`config.mk`:
```
export PLATFORM = sky130hd
export DESIGN_NAME = dlsr_top
export DESIGN_NICKNAME = d
export VERILOG_FILES = /design/src/common/dlsr_pkg.sv /design/src/hw/dlsr_top.sv /design/src/hw/dlsr_lane.sv
export SDC_FILE = /design/constraint.sdc
export NUM_CORES = 1
export LEC_CHECK = 0
export BUFFER_PORTS_ARGS = -buffer_cell sky130_fd_sc_hd__buf_2
export CORE_MARGIN = 4
export CORE_UTILIZATION = 29
export DETAILED_ROUTE_END_ITERATION = 16
export MAX_ROUTING_LAYER = met4
export PLACE_DENSITY = 0.41
export SYNTH_ARGS = -nofsm -noshare
export SYNTH_HDL_FRONTEND = slang
export SYNTH_SLANG_ARGS = --single-unit
```
`constraint.sdc`:
```
create_clock -name core_clk -period 8 [get_ports core_clk]
set_input_delay 1.2 -clock core_clk [delete_from_list [all_inputs] [get_ports core_clk]]
set_output_delay 1.2 -clock core_clk [all_outputs]
set_load 0.05 [all_outputs]
```
`src/common/dlsr_pkg.sv`:
```
// Constants, register map and lane mode codes for the data lane status bank.
// Assumes a single 40 MHz control clock and byte-addressed Avalon-MM access.

package dlsr_pkg;
   localparam int unsigned NUM_LANES = 4;
   localparam int unsigned ADDR_W = 8;

   // ****************************************************
   // Register offsets (byte addresses)
   // ****************************************************
   localparam logic [7:0] OFS_CTRL = 8'h00;
   localparam logic [7:0] OFS_HS_LIMIT = 8'h10;
   localparam logic [7:0] OFS_ESC_LIMIT = 8'h14;
   localparam logic [7:0] OFS_LANE_FIRST = 8'h1c;
   localparam logic [7:0] OFS_LANE_LAST = 8'h28;
   localparam logic [7:0] OFS_ACTIVE_LANES = 8'h2c;
   localparam logic [7:0] OFS_IRQ_STATUS = 8'h30;
   localparam logic [7:0] OFS_IRQ_MASK = 8'h34;

   // ****************************************************
   // Field positions
   // ****************************************************
   localparam int unsigned POS_COUNT_LO = 16;
   localparam int unsigned POS_STOP = 6;
   localparam int unsigned POS_ESC_FLAG = 5;
   localparam int unsigned POS_HS_FLAG = 4;
   localparam int unsigned POS_INIT_DONE = 3;
   localparam int unsigned POS_ULP = 2;
   localparam int unsigned POS_SOFT_RESET = 0;

   // ****************************************************
   // Reset values and limits
   // ****************************************************
   localparam logic [15:0] COUNT_RESET = 16'h0000;
   localparam logic [15:0] COUNT_MAX = 16'hffff;
   localparam logic [31:0] HS_LIMIT_RESET = 32'h0001_0005;
   localparam logic [31:0] ESC_LIMIT_RESET_NS = 32'h0000_6400;
   localparam logic [2:0] ACTIVE_LANES_RESET = 3'h4;
   localparam logic [7:0] IRQ_RESET = 8'h00;

   // ****************************************************
   // Timing
   // ****************************************************
   localparam int unsigned CLK_FREQ_MHZ = 40;
   localparam int unsigned CLK_PERIOD_NS = 1000 / CLK_FREQ_MHZ;
   localparam logic [31:0] ESC_STEP_NS = 32'(CLK_PERIOD_NS);

   typedef enum logic [1:0] {
      DLSR_MODE_LP = 2'b00,
      DLSR_MODE_HS = 2'b01,
      DLSR_MODE_ESC = 2'b10
   } dlsr_mode_t;
endpackage : dlsr_pkg

```
`src/hw/dlsr_top.sv`:
```
// Data lane status bank: Avalon-MM slave, per-lane status words, interrupt.
// Assumes lane state machines on core_clk drive the lane ports directly.
//
// Added by the designer: the Avalon-MM interface to the registers.
`timescale 1ns/10ps
module dlsr_top (
   // Clock and reset
   input wire logic core_clk,
   input wire logic reset_n,
   input wire logic clk_en,
   // Avalon-MM slave
   input wire logic [dlsr_pkg::ADDR_W-1:0] avs_address,
   input wire logic avs_read,
   input wire logic avs_write,
   input wire logic [31:0] avs_writedata,
   input wire logic [3:0] avs_byteenable,
   output logic [31:0] avs_readdata,
   output logic avs_waitrequest,
   // Lane state, two mode bits per lane
   input wire logic [2*dlsr_pkg::NUM_LANES-1:0] lane_mode,
   input wire logic [dlsr_pkg::NUM_LANES-1:0] lane_stop,
   input wire logic [dlsr_pkg::NUM_LANES-1:0] lane_init_done,
   input wire logic [dlsr_pkg::NUM_LANES-1:0] lane_ultra_low_power_flag,
   input wire logic [dlsr_pkg::NUM_LANES-1:0] pkt_done,
   input wire logic [dlsr_pkg::NUM_LANES-1:0] hs_byte,
   // Role and clock lane state
   input wire logic receiver_cfg,
   input wire logic clk_lane_hs,
   // Outputs to the core
   output logic soft_reset_out,
   output logic irq
);
   import dlsr_pkg::*;

   logic ack_q;
   logic req;
   logic accept;
   logic wr_acc;
   logic rd_acc;
   logic soft_reset_bit_q;
   logic cnt_clr;
   logic [31:0] hs_limit_q;
   logic [31:0] esc_limit_q;
   logic [2:0] active_lanes_q;
   logic [7:0] irq_status_q;
   logic [7:0] irq_mask_q;
   logic [7:0] irq_events;
   logic [31:0] rd_mux;
   logic lane_hit;
   logic [7:0] lane_ofs;
   logic [1:0] lane_idx;
   logic [31:0] lane_word [NUM_LANES];
   logic [NUM_LANES-1:0] hs_ev;
   logic [NUM_LANES-1:0] esc_ev;
   logic [NUM_LANES-1:0] clr_hs;
   logic [NUM_LANES-1:0] clr_esc;

   function automatic logic [31:0] be_merge(input logic [31:0] old_v,
                                            input logic [31:0] new_v,
                                            input logic [3:0] be);
      logic [31:0] res;
      res = old_v;
      for (int b = 0; b < 4; b++) begin
         if (be[b]) begin
            res[8*b+:8] = new_v[8*b+:8];
         end
      end
      return res;
   endfunction : be_merge

   // ****************************************************
   // Bus handshake
   // ****************************************************
   // Every access holds one wait cycle so read data comes from a flop
   assign req = avs_read || avs_write;
   assign avs_waitrequest = req && !ack_q;
   assign accept = req && ack_q;
   assign wr_acc = clk_en && accept && avs_write;
   assign rd_acc = clk_en && accept && avs_read;

   always_ff @(posedge core_clk or negedge reset_n) begin
      if (!reset_n) begin
         ack_q <= 1'b0;
      end else if (clk_en) begin
         ack_q <= req && !ack_q;
      end
   end

   // ****************************************************
   // Address decode
   // ****************************************************
   assign lane_ofs = avs_address - OFS_LANE_FIRST;
   assign lane_idx = lane_ofs[3:2];
   assign lane_hit = avs_address >= OFS_LANE_FIRST && avs_address <= OFS_LANE_LAST
                     && avs_address[1:0] == 2'b00;

   always_comb begin
      rd_mux = 32'h0;
      if (lane_hit) begin
         rd_mux = lane_word[lane_idx];
      end else begin
         case (avs_address)
            OFS_HS_LIMIT: rd_mux = hs_limit_q;
            OFS_ESC_LIMIT: rd_mux = esc_limit_q;
            OFS_ACTIVE_LANES: rd_mux = {29'h0, active_lanes_q};
            OFS_IRQ_STATUS: rd_mux = {24'h0, irq_status_q};
            OFS_IRQ_MASK: rd_mux = {24'h0, irq_mask_q};
            default: rd_mux = 32'h0;
         endcase
      end
   end

   always_ff @(posedge core_clk or negedge reset_n) begin
      if (!reset_n) begin
         avs_readdata <= 32'h0;
      end else if (clk_en && avs_read && !ack_q) begin
         avs_readdata <= rd_mux;
      end
   end

   // ****************************************************
   // Configuration registers
   // ****************************************************
   always_ff @(posedge core_clk or negedge reset_n) begin
      if (!reset_n) begin
         hs_limit_q <= HS_LIMIT_RESET;
         esc_limit_q <= ESC_LIMIT_RESET_NS;
         active_lanes_q <= ACTIVE_LANES_RESET;
         irq_mask_q <= IRQ_RESET;
      end else if (wr_acc) begin
         case (avs_address)
            OFS_HS_LIMIT: hs_limit_q <= be_merge(hs_limit_q, avs_writedata, avs_byteenable);
            OFS_ESC_LIMIT: esc_limit_q <= be_merge(esc_limit_q, avs_writedata,
                                                   avs_byteenable);
            OFS_ACTIVE_LANES: begin
               if (avs_byteenable[0]) begin
                  active_lanes_q <= avs_writedata[2:0];
               end
            end
            OFS_IRQ_MASK: begin
               if (avs_byteenable[0]) begin
                  irq_mask_q <= avs_writedata[7:0];
               end
            end
            default: ;
         endcase
      end
   end

   // ****************************************************
   // Soft reset
   // ****************************************************
   // Self-clearing: the bit always reads zero
   always_ff @(posedge core_clk or negedge reset_n) begin
      if (!reset_n) begin
         soft_reset_bit_q <= 1'b0;
      end else if (clk_en) begin
         soft_reset_bit_q <= wr_acc && avs_address == OFS_CTRL && avs_byteenable[0]
                   && avs_writedata[POS_SOFT_RESET];
      end
   end

   assign soft_reset_out = soft_reset_bit_q;
   // Receiver counters only follow reset while the clock lane runs high-speed
   assign cnt_clr = soft_reset_bit_q && (!receiver_cfg || clk_lane_hs);

   // ****************************************************
   // Lanes
   // ****************************************************
   for (genvar i = 0; i < NUM_LANES; i++) begin : g_lane
      assign clr_hs[i] = wr_acc && lane_hit && lane_idx == i && avs_byteenable[0]
                         && avs_writedata[POS_HS_FLAG];
      assign clr_esc[i] = wr_acc && lane_hit && lane_idx == i && avs_byteenable[0]
                          && avs_writedata[POS_ESC_FLAG];

      dlsr_lane u_lane (
         .core_clk(core_clk),
         .reset_n(reset_n),
         .clk_en(clk_en),
         .soft_rst(soft_reset_bit_q),
         .cnt_clr(cnt_clr),
         .lane_mode(dlsr_mode_t'(lane_mode[2*i+:2])),
         .lane_stop(lane_stop[i]),
         .lane_init_done(lane_init_done[i]),
         .lane_ultra_low_power_flag(lane_ultra_low_power_flag[i]),
         .pkt_done(pkt_done[i]),
         .hs_byte(hs_byte[i]),
         .hs_limit(hs_limit_q),
         .esc_limit(esc_limit_q),
         .active_lanes(active_lanes_q),
         .clr_hs(clr_hs[i]),
         .clr_esc(clr_esc[i]),
         .status_word(lane_word[i]),
         .hs_event(hs_ev[i]),
         .esc_event(esc_ev[i])
      );
   end

   // ****************************************************
   // Interrupt status and mask
   // ****************************************************
   // Low nibble high-speed timeouts, high nibble escape timeouts
   assign irq_events = {esc_ev, hs_ev};

   // Read clears only bits the read returned; later events survive
   always_ff @(posedge core_clk or negedge reset_n) begin
      if (!reset_n) begin
         irq_status_q <= IRQ_RESET;
      end else if (clk_en) begin
         if (soft_reset_bit_q) begin
            irq_status_q <= IRQ_RESET;
         end else if (rd_acc && avs_address == OFS_IRQ_STATUS) begin
            irq_status_q <= (irq_status_q & ~avs_readdata[7:0]) | irq_events;
         end else begin
            irq_status_q <= irq_status_q | irq_events;
         end
      end
   end

   assign irq = |(irq_status_q & irq_mask_q);
endmodule : dlsr_top

```
`src/hw/dlsr_lane.sv`:
```
// One data lane: packet counter, both watchdogs and the sticky timeout flags.
// Assumes lane inputs come from same-clock logic, already registered.
`timescale 1ns/10ps
module dlsr_lane (
   // Clock and reset
   input wire logic core_clk,
   input wire logic reset_n,
   input wire logic clk_en,
   input wire logic soft_rst,
   input wire logic cnt_clr,
   // Lane state
   input wire dlsr_pkg::dlsr_mode_t lane_mode,
   input wire logic lane_stop,
   input wire logic lane_init_done,
   input wire logic lane_ultra_low_power_flag,
   input wire logic pkt_done,
   input wire logic hs_byte,
   // Configuration
   input wire logic [31:0] hs_limit,
   input wire logic [31:0] esc_limit,
   input wire logic [2:0] active_lanes,
   // Flag clears
   input wire logic clr_hs,
   input wire logic clr_esc,
   // Status
   output logic [31:0] status_word,
   output logic hs_event,
   output logic esc_event
);
   import dlsr_pkg::*;

   logic [15:0] count_q;
   logic [31:0] hs_acc_q;
   logic [31:0] esc_acc_q;
   logic hs_fired_q;
   logic esc_fired_q;
   logic hs_flag_q;
   logic esc_flag_q;
   logic [31:0] hs_next;
   logic [31:0] esc_next;

   // ****************************************************
   // Packet counter
   // ****************************************************
   always_ff @(posedge core_clk or negedge reset_n) begin
      if (!reset_n) begin
         count_q <= COUNT_RESET;
      end else if (clk_en) begin
         if (cnt_clr) begin
            count_q <= COUNT_RESET;
         end else if (pkt_done && count_q != COUNT_MAX) begin
            count_q <= count_q + 16'h0001;
         end
      end
   end

   // ****************************************************
   // Watchdogs
   // ****************************************************
   // Bytes times lanes against the frame limit avoids a divider
   assign hs_next = hs_acc_q + {29'h0, active_lanes};
   assign esc_next = esc_acc_q + ESC_STEP_NS;
   assign hs_event = !soft_rst && lane_mode == DLSR_MODE_HS && hs_byte && !hs_fired_q
                     && hs_next >= hs_limit;
   assign esc_event = !soft_rst && lane_mode == DLSR_MODE_ESC && !esc_fired_q
                      && esc_next >= esc_limit;

   always_ff @(posedge core_clk or negedge reset_n) begin
      if (!reset_n) begin
         hs_acc_q <= 32'h0;
         hs_fired_q <= 1'b0;
      end else if (clk_en) begin
         if (soft_rst || lane_mode != DLSR_MODE_HS) begin
            hs_acc_q <= 32'h0;
            hs_fired_q <= 1'b0;
         end else if (hs_byte && !hs_fired_q) begin
            hs_acc_q <= hs_next;
            hs_fired_q <= hs_event;
         end
      end
   end

   always_ff @(posedge core_clk or negedge reset_n) begin
      if (!reset_n) begin
         esc_acc_q <= 32'h0;
         esc_fired_q <= 1'b0;
      end else if (clk_en) begin
         if (soft_rst || lane_mode != DLSR_MODE_ESC) begin
            esc_acc_q <= 32'h0;
            esc_fired_q <= 1'b0;
         end else if (!esc_fired_q) begin
            esc_acc_q <= esc_next;
            esc_fired_q <= esc_event;
         end
      end
   end

   // ****************************************************
   // Sticky flags, set beats clear
   // ****************************************************
   always_ff @(posedge core_clk or negedge reset_n) begin
      if (!reset_n) begin
         hs_flag_q <= 1'b0;
         esc_flag_q <= 1'b0;
      end else if (clk_en) begin
         hs_flag_q <= !soft_rst && (hs_event || (hs_flag_q && !clr_hs));
         esc_flag_q <= !soft_rst && (esc_event || (esc_flag_q && !clr_esc));
      end
   end

   always_comb begin
      status_word = 32'h0;
      status_word[31:POS_COUNT_LO] = count_q;
      status_word[POS_STOP] = lane_stop;
      status_word[POS_ESC_FLAG] = esc_flag_q;
      status_word[POS_HS_FLAG] = hs_flag_q;
      status_word[POS_INIT_DONE] = lane_init_done;
      status_word[POS_ULP] = lane_ultra_low_power_flag;
      status_word[1:0] = lane_mode;
   end
endmodule : dlsr_lane

```
Word-level counts from Yosys, hierarchy flattened
Index checks and enable logic that the tools add are counted.
{ "word_totals": {"register_bits": 453, "input_bits": 79, "out_inout_bits": 35} }
{ "op_classes": {"n_addsub": 13, "n_lt_le_gt_ge": 11, "n_eq_ne": 32, "muxes": 47, "bitwise_logic": 6, "n_reduce_logical": 154} }
{ "ops": {"columns": ["cell", "n"], "rows": [
  ["$mux W32", 19],
  ["$ge A32 B32 Y1", 8],
  ["$pmux W32 S5", 1],
  ["$add A32 B3 Y32", 4],
  ["$add A32 B5 Y32 const B", 4],
  ["$mux W16", 8],
  ["$logic_and A1 B1 Y1", 83],
  ["$add A16 B1 Y16 const B", 4],
  ["$bmux W32 S2", 1],
  ["$ne A16 B16 Y1 const B", 4],
  ["$reduce_and A3 Y1", 10],
  ["$eq A8 B6 Y1 const B", 3],
  ["$reduce_and A2 Y1", 12],
  ["$logic_not A1 Y1", 19],
  ["$logic_or A1 B1 Y1", 18],
  ["$and A8 B8 Y8", 2],
  ["$eq A8 B5 Y1 const B", 2],
  ["$mux W1", 16],
  ["$mux W8", 2],
  ["$ne A2 B2 Y1 const B", 8],
  ["$or A8 B8 Y8", 2],
  ["$reduce_bool A2 Y1", 8],
  ["$eq A2 B2 Y1 const B", 6],
  ["$eq A2 B1 Y1 const B", 5],
  ["other kinds (10)", 14]
]} }

Logic depth before layout (Yosys ltp)
Gate-level depths: netlist of run 1.
{ "logic_depth": {"ltp_word": 12, "ltp_mapped": 15, "depth_no_buf": 15} }

Modules after synthesis
Synthesis of run 1 repeated with hierarchy kept, for this count alone.
{ "hier_totals": {"cells_unflattened": 3855, "hier_area_um2": 34505.6} }
{ "by_module_without_submodules": {"columns": ["module", "instances", "cells_per_inst", "area_per_inst_um2", "seq_area_each_um2"], "rows": [
  ["dlsr_lane at g_lane[0].u_lane ...", 3, 841, 7108.1, 2102.0],
  ["dlsr_lane at g_lane[2].u_lane", 1, 830, 7018.0, 2102.0],
  ["dlsr_top", 1, 502, 6163.4, 2936.6]
]} }

Worst setup path before layout of run 1
Ideal clock, no wire load.
{ "synth_path": {"path_kind": "flip-flop to flip-flop", "startpoint": "reg active_lanes_q[1]", "endpoint": "reg g_lane[3].u_lane.hs_fired_q", "setup_ns": 0.137, "arrival_time_ns": 3.516, "path_slack_ns": 4.347, "path_stages_with_launch": 14, "n_path_buf": 0, "period_less_slack_ns": 3.653, "path_cell_list": "dfrtp_1 > ha_1 > a21o_1 > a21oi_2 > nor4_1 > nand3_1 > xnor2_1 > ha_1 > a21o_1 > a31oi_1 > nand2_1 > or4_1 > a221oi_1 > nand2_1"} }
{ "synth_between": {"elab_chain_len": 5} }
{ "synth_lines": {"columns": ["item", "line", "source"], "rows": [
  ["start, declared", "dlsr_top.sv:44", "logic [2:0] active_lanes_q;"],
  ["start signal, assigned", "dlsr_top.sv:137", "active_lanes_q <= avs_writedata[2:0];"],
  ["$add A32 B3 Y32", "dlsr_lane.sv:61", "assign hs_next = hs_acc_q + {29'h0, active_lanes};"],
  ["$ge A32 B32 Y1", "dlsr_lane.sv:64", "&& hs_next >= hs_limit;"],
  ["$logic_and A1 B1 Y1", "dlsr_lane.sv:64", null],
  ["$mux W1", "dlsr_lane.sv:76", "end else if (hs_byte && !hs_fired_q) begin"],
  ["$mux W1", "dlsr_lane.sv:73", "if (soft_rst || lane_mode != DLSR_MODE_HS) begin"],
  ["end signal, assigned", "dlsr_lane.sv:78", "hs_fired_q <= hs_event;"],
  ["end, declared", "dlsr_lane.sv:35", "logic hs_fired_q;"]
]} }
Every way passes these cells. The select of a mux whose other input is x is not followed.
A chain may end at the register's enable or synchronous reset.

Worst setup path in the final report of run 1
{ "layout_path": {"startpoint": "reg active_lanes_q[1]", "endpoint": "reg g_lane[1].u_lane.hs_fired_q"} }
{ "layout_between": {"elab_chain_len": 5} }
{ "layout_lines": {"columns": ["item", "line"], "rows": [
  ["$add A32 B3 Y32", "dlsr_lane.sv:61"],
  ["$ge A32 B32 Y1", "dlsr_lane.sv:64"],
  ["$logic_and A1 B1 Y1", "dlsr_lane.sv:64"],
  ["$mux W1", "dlsr_lane.sv:76"],
  ["$mux W1", "dlsr_lane.sv:73"],
  ["end signal, assigned", "dlsr_lane.sv:78"],
  ["end, declared", "dlsr_lane.sv:35"]
]} }
Every way passes these cells. The select of a mux whose other input is x is not followed.

==> metrics, run 1 <==
status=finished clean; layout cell share with drive strength beyond 1=10.1%; DRC violations left=0; NumNets Final=3934; Mapped Area=31400 um2; Starting Density=29.3%; via count=27000; critical path endpoint category=flop; Hold WC Path Type=flop to flop; Clk pwr share=49.1%; worst-skew pair later-pin latency=0.68 ns; Setup Viol. Count Final=0; worst-margin pin slew=1.10 ns; Slew HR=26.7%; Num CTS Buffers=60; CTS tree=done; Seq pwr share=41.7%; num rows=120; critical path data arrival time=5.11 ns; Psw=0.00164 W; Int Pwr=0.00427 W; total grt overflow=0; sequential area share after synthesis=36.1%; crit share post-route=57.2%; unrepaired setup endpoints after global routing=no; CP Data Required Time=8.53 ns; top_reg_cell synth=dfrtp_1; Tmin final=4.58 ns; Pre-Repair DR Iteration Count=6; Max clock buf depth=3; global-route wire length before repair=171 mm; initial antenna violation count=10; met2 usage in global routing=29.0%; Final WS setup=3.42 ns; Synth Net Count=3898; Leak=16.2 nW; gr busiest metal=met1; Post-CTS Setup Bufs=0; DR vias/cell=5.36; area grow syn2layout=13.3%; total number of H-tree levels=2; most frequent cells in the layout=dfrtp_1, nand2_1, o21ai_0; total track usage=20.5%; pre-CTS setup slack=3.42 ns; Final Slew Violations=0; critical path class=flop to flop; chip width=337 um; r2r setup slk=3.42 ns; CTS clk-pin slew, worst paths=0.06 ns; input/output buffers=113; Power Density=166 nW/um2; commonest non-fill, non-tap cell in the layout=dfrtp_1; Syn. warnings=0; Hold Buf Count CTS=0; vias in the first global route=25300; maximum vdd drop=0.161 mV; critical path launch point type=flop; Sw Ratio=27.8%; largest net degree at the start of global routing=133; dpl hpwl=82.9 mm; Synth Register Bits=453; synthesized instance count=3535; fmax=218 MHz; Avg Synthesized Cell Area=8.88 um2; clock skew=0.0217 ns; Netlist cell types=90; combinational power share=9.2%; initial DRC count=2279; core area=107000 um2; met3 usage=3.66%; Top-Level Pins=114; ANT nets after route=0; met1 Track Usage GR=30.3%; Max Cap Viol=0; die area=114000 um2; Async SR Flop Fraction=100%; routed wire length=115 mm; clk sink count=453; CTS resizes=0; Avg WL per Cell=22.8 um; root buf cell=clkbuf_16; final estimated routing congestion in global placement=0.832; Fin Hold WS=0.476 ns; final hold vios=0; Die H=337 um; Post-synth EDFFs=0; CP Max Fanout=7; setup TNS=0 ns
-- path summary, 6_finish.rpt --
path,startpoint,to,depth (start not counted)
worst max-delay path,active_lanes_q[1]$_DFFE_PN0P_,g_lane[1].u_lane.hs_fired_q$_DFFE_PN0P_,14
worst min-delay path,g_lane[3].u_lane.hs_fired_q$_DFFE_PN0P_,g_lane[3].u_lane.hs_fired_q$_DFFE_PN0P_,2
worst max register to register,active_lanes_q[1]$_DFFE_PN0P_,g_lane[1].u_lane.hs_fired_q$_DFFE_PN0P_,14
worst min register to register,g_lane[3].u_lane.hs_fired_q$_DFFE_PN0P_,g_lane[3].u_lane.hs_fired_q$_DFFE_PN0P_,2
max in group asynchronous,reset_n,g_lane[3].u_lane.hs_acc_q[17]$_DFFE_PN0P_,2
min in group asynchronous,reset_n,g_lane[0].u_lane.count_q[14]$_DFFE_PN0P_,1
-- cell families after synthesis --
logic type	Yosys count	share of synthesized area, %
simple gates	1165	18.3
buf+inv	293	3.66
flops	453	36.1
mux	54	2.75
fa+ha+maj	284	11.4
compound gates	997	19.7
xor+xnor	289	8.06
-- power groups by stage --
stage / clock network [W] / logic, W / registers, W
floorplan: 0 / 0.000312 / 0.00247
global placement: 0 / 0.000552 / 0.00250
detailed placement: 0 / 0.000553 / 0.00250
CTS: 0.00299 / 0.000555 / 0.00246
global route: 0.00307 / 0.000607 / 0.00247
finish: 0.00290 / 0.000545 / 0.00246
-- state kept, by name, indices dropped and copies added (netlist names) --
name                       cells
g_lane.u_lane.hs_acc_q       128
irq_mask_q                     8
g_lane.u_lane.esc_flag_q       4
hs_limit_q                    32
soft_reset_out                 1
irq_status_q                   8
active_lanes_q                 3
avs_readdata                  32
ack_q                          1
g_lane.u_lane.hs_flag_q        4
g_lane.u_lane.esc_acc_q      128
g_lane.u_lane.count_q         64
g_lane.u_lane.hs_fired_q       4
esc_limit_q                   32
g_lane.u_lane.esc_fired_q      4
-- cell usage after synthesis, drive strengths merged, types with 24 or more instances --
| cell | instances | area share, % |
|---|---|---|
| and4 | 26 | 0.73 |
| nor2 | 221 | 2.7 |
| ha | 280 | 11 |
| nand2b | 25 | 0.50 |
| inv | 115 | 1.4 |
| xor2 | 104 | 2.9 |
| mux2 | 29 | 1.0 |
| xnor2 | 185 | 5.2 |
| a22o | 55 | 1.5 |
| nor4 | 27 | 0.63 |
| or3 | 24 | 0.48 |
| a21o | 38 | 0.91 |
| nand4 | 90 | 1.8 |
| clkbuf | 135 | 1.6 |
| nand3 | 160 | 2.6 |
| a31oi | 82 | 1.6 |
| dfrtp | 446 | 36 |
| and3 | 60 | 1.2 |
| a22oi | 29 | 0.69 |
| a21oi | 190 | 3.0 |
| nor3 | 50 | 0.89 |
| o21ai | 369 | 5.9 |
| o31ai | 118 | 2.8 |
| nand2 | 399 | 4.8 |
| buf | 42 | 0.65 |
-- cell type report --
class | instances | area [um2]
tap | 1403 | 1760
clock buffer | 84 | 1720
clock inverter | 27 | 358
timing repair buffer | 151 | 898
sequential | 453 | 11300
inverter | 116 | 435
antenna | 8 | 20.0
fill | 11300 | 71600
multi-input combinational | 2789 | 19000
-- critical path, stage by stage, from the launching register on --
cell	delay, ns
dfrtp_1	0.49
inv_1	0.26
fa_1	0.53
nor2b_1	0.30
o211ai_1	0.27
nor2_1	0.44
nand3_1	0.19
xnor2_1	0.17
ha_1	0.19
a21o_1	0.15
a31oi_1	0.21
nand2_1	0.08
or4_1	0.52
a221oi_1	0.54
nand2_1	0.10
-- per-stage QoR --
| stage | instances | power [W] | utilization, % | instance area (um2) |
|---|---|---|---|---|
| detailed placement | 4912 | 0.00306 | 31.2 | 33500 |
| global route | 5029 | 0.00615 | 33.2 | 35600 |
| global placement | 4912 | 0.00305 | 31.2 | 33500 |
| floorplan | 3535 | 0.00278 | - | 31400 |
| CTS | 5023 | 0.00601 | 33.2 | 35600 |
| finish | 5031 | 0.00591 | 33.2 | 35600 |
-- per-layer routing --
| layer | vias up | share of wire [%] |
|---|---|---|
| met5 | - | 0 |
| met4 | 0 | 2.0 |
| met3 | 120 | 6.0 |
| met2 | 623 | 42 |
| met1 | 13100 | 50 |
| li1 | 13100 | - |
No activity file was read; power rests on OpenSTA's default activity.
==> run 2: changes to the inputs <==
--- a/config.mk
+++ b/config.mk
@@ -10,7 +10,7 @@
 export CORE_UTILIZATION = 29
 export DETAILED_ROUTE_END_ITERATION = 16
 export MAX_ROUTING_LAYER = met4
-export PLACE_DENSITY = 0.41
+export PLACE_DENSITY = 0.43
 export SYNTH_ARGS = -nofsm -noshare
 export SYNTH_HDL_FRONTEND = slang
 export SYNTH_SLANG_ARGS = --single-unit
==> constraint.sdc (replaced) <==
create_clock -name core_clk -period 4 [get_ports core_clk]
set_input_delay 0.6 -clock core_clk [delete_from_list [all_inputs] [get_ports core_clk]]
set_output_delay 0.6 -clock core_clk [all_outputs]
set_load 0.05 [all_outputs]
==> run 2 against run 1 <==
  * Count of clock-buffer cells in the layout up 8
  * Cell count is 1.7% higher
  * Via count grew 1.6%
  * Wire length fell by 2.1%
  * Global-route usage fell by 0.31 points
  * Register-to-register slack worse by 3.2 ns
  * Clock power up 91%
  * Combinational power is 110% higher
  * Sequential power grew 100%
  * Largest power group unchanged
==> metrics, run 2 (synthesis results as in run 1) <==
status=finished clean; Tmin final=3.80 ns (-0.783 ns); CP Cell Sequence=ha_1 -> nor2b_2 -> o211ai_1 -> buf_4 -> nor2_1 -> xor2_1 -> ha_1 -> a21o_1 -> a31oi_1 -> nand2_1 -> or4_1 -> a221oi_2 -> nand2_1; unrepaired setup endpoints after global routing=yes; most frequent cells in the layout=dfrtp_1, nand2_1, o21ai_0; highest routed layer=met4; Psw=0.00318 W (+94%); Avg WL per Cell=21.9 um (-3.7%); critical path data arrival time=4.32 ns (-0.79 ns); Worst path top cell family by delay=compound AO/OA/AOI/OAI gates; commonest non-fill, non-tap cell in the layout=dfrtp_1; CP Max Fanout=6 (-1); initial antenna violation count=11 (+1); fmax=263 MHz (+21%); reg2reg end=g_lane[3].u_lane.hs_flag_q$_DFFE_PN0P_; Largest regs=g_lane.u_lane.esc_acc_q x128, g_lane.u_lane.hs_acc_q x128, g_lane.u_lane.count_q x64; M1 WL=57.0 mm (-0.91%); input/output buffers=113 (unchanged); worst hold path depth=3 (+1); r2r worst-path depth=13 (-1); vias in the first global route=26200 (+3.5%); Hold WC Path Type=input port to flop; critical path endpoint category=flop; ANT nets after route=0 (unchanged); Placed Cells incl. Taps=4998 (+1.8%); core area=107000 um2 (unchanged); Seq pwr share=42.5% (+0.8 points); Pre-Repair DR Iteration Count=9 (+3); Buffers & Inverters on Critical Path=1 (unchanged); Power Density=319 nW/um2 (+92%); DRC violations left=0 (unchanged); root buf cell=clkbuf_16; largest net degree at the start of global routing=71 (-47%); NumNets Final=4020 (+2.2%); maximum vdd drop=0.304 mV (+89%); Top-Level Pins=114 (unchanged); die area=114000 um2 (unchanged); Max clock buf depth=3 (unchanged); total number of H-tree levels=2 (unchanged); routed wire length=112 mm (-2.1%); dpl hpwl=82.5 mm (-0.51%); Setup Viol. Count Final=0 (unchanged); Int Pwr=0.00840 W (+97%); CTS tree=done; total grt overflow=0 (unchanged); initial DRC count=1816 (-20%); critical path class=flop to flop; Clk pwr share=47.8% (-1.3 points); chip width=337 um (unchanged); max incr delay on CP=0.66 ns (+0.12 ns); final estimated routing congestion in global placement=0.846 (+1.7%); Non-Filler Instances=5117 (+1.7%); num rows=120 (unchanged); Die H=337 um (unchanged); total track usage=20.2% (-0.31 points); area grow syn2layout=15.5%; Num CTS Buffers=58 (-3.3%); Leak=16.6 nW (+2.7%); CP Depth=13 (-1); post-layout power=0.0116 W (+96%); critical path startpoint=active_lanes_q[2]$_DFFE_PN1P_; final hold vios=0 (unchanged); DR vias/cell=5.35 (-0.12%); min-delay src=avs_writedata[11]; Sw Ratio=27.4% (-0.34 points); Hold Path End=esc_limit_q[11]$_DFFE_PN0P_; Final Slew Violations=0 (unchanged); clk sink count=453 (unchanged); CTS clk-pin slew, worst paths=0.06 ns (about the same); via count=27400 (+1.6%); Max Cap Viol=0 (unchanged); Fin Hold WS=0.172 ns (-0.304 ns); Routed met3 length=5.31 mm (-23%); FF-to-FF Start=active_lanes_q[2]$_DFFE_PN1P_; worst-skew pair later-pin latency=0.65 ns (-0.03 ns); Slew HR=32.8% (+6.1 points); combinational power share=9.6% (+0.4 points); r2r setup slk=0.20 ns (-3.22 ns); critical path launch point type=flop; layout cell share with drive strength beyond 1=12.4% (+2.3 points); wire length on met2=47.8 mm (about the same); CP max stage cell=dfstp_2; clock skew=0.0169 ns (-0.00480 ns); CP Data Required Time=4.52 ns (-4.01 ns); worst-margin pin slew=1.01 ns (-0.0913 ns); global-route wire length before repair=171 mm (about the same); crit share post-route=94.9% (+38 points); Starting Density=29.3% (unchanged)
## run 2: changes by cell type in the layout (fill, tap and decap cells not counted), moves of 4 or more
cell / previous run / this run
buf_4: 35 / 117
clkbuf_1: 11 / 18
buf_12: 3 / 8
nor4_1: 23 / 18
clkinvlp_4: 4 / 0
nor2b_1: 13 / 9
nor2b_2: 0 / 4
## run 2: power by group through the flow
stage / Clock, W / Combinational (W) / Sequential [W]
after floorplan: 0 / 0.000624 / 0.00493
after global placement: 0 / 0.00113 / 0.00500
after detailed placement: 0 / 0.00113 / 0.00500
after CTS: 0.00571 / 0.00113 / 0.00492
after global routing: 0.00590 / 0.00125 / 0.00495
final: 0.00553 / 0.00112 / 0.00493
## run 2: worst max-delay path by stage
stage | slack [ns] | endpoint
floorplan | 0.35 | g_lane[3].u_lane.hs_fired_q$_DFFE_PN0P_
global placement | 0.006 | irq_status_q[7]$_DFFE_PN0P_
detailed placement | -0.07 | g_lane[1].u_lane.hs_flag_q$_DFFE_PN0P_
CTS | 0.03 | g_lane[3].u_lane.hs_flag_q$_DFFE_PN0P_
global route | -0.04 | g_lane[3].u_lane.hs_fired_q$_DFFE_PN0P_
finish | 0.20 | g_lane[3].u_lane.hs_flag_q$_DFFE_PN0P_
## run 2: area by class of cell
class	instances	area [um2]
timing repair buffer	239	1620
antenna	10	25.0
tap	1403	1760
inverter	116	435
clock inverter	15	208
clock buffer	92	1750
sequential	453	11300
multi-input combinational	2789	19100
fill	11300	70900
## run 2: what timing repair did
action                     CTS  global route
hold endpoints to repair    61             0
buffers inserted             0             1
gates resized for setup      2            19
hold buffers                 1             0
setup endpoints to repair    6            19
pin swaps                    0             1
## run 2: worst reg2reg max path: cells and delay by family, from the launching register on
kind | cells | cell delay [ns]
buf+inv | 1 | 0.21
simple gates | 5 | 0.97
flops | 1 | 0.66
xor+xnor | 1 | 0.15
compound gates | 4 | 1.18
fa+ha+maj | 2 | 0.51
## run 2: layer usage
| layer | GRT usage, % | up-vias |
|---|---|---|
| met5 | - | - |
| met4 | 3.77 | 0 |
| met3 | 2.61 | 112 |
| met2 | 29.6 | 592 |
| met1 | 30.0 | 13400 |
| li1 | - | 13200 |
## run 2: stage by stage
stage	cell area (um2)	util (%)	setup TNS, ns	setup WS, ns
final	36300	33.8	0	0.204
after floorplan	31400	-	0	0.347
after global routing	36300	33.8	-0.105	-0.0373
after global placement	34200	31.9	0	0.00640
after detailed placement	34200	31.9	-0.285	-0.0731
after CTS	36100	33.7	0	0.0274
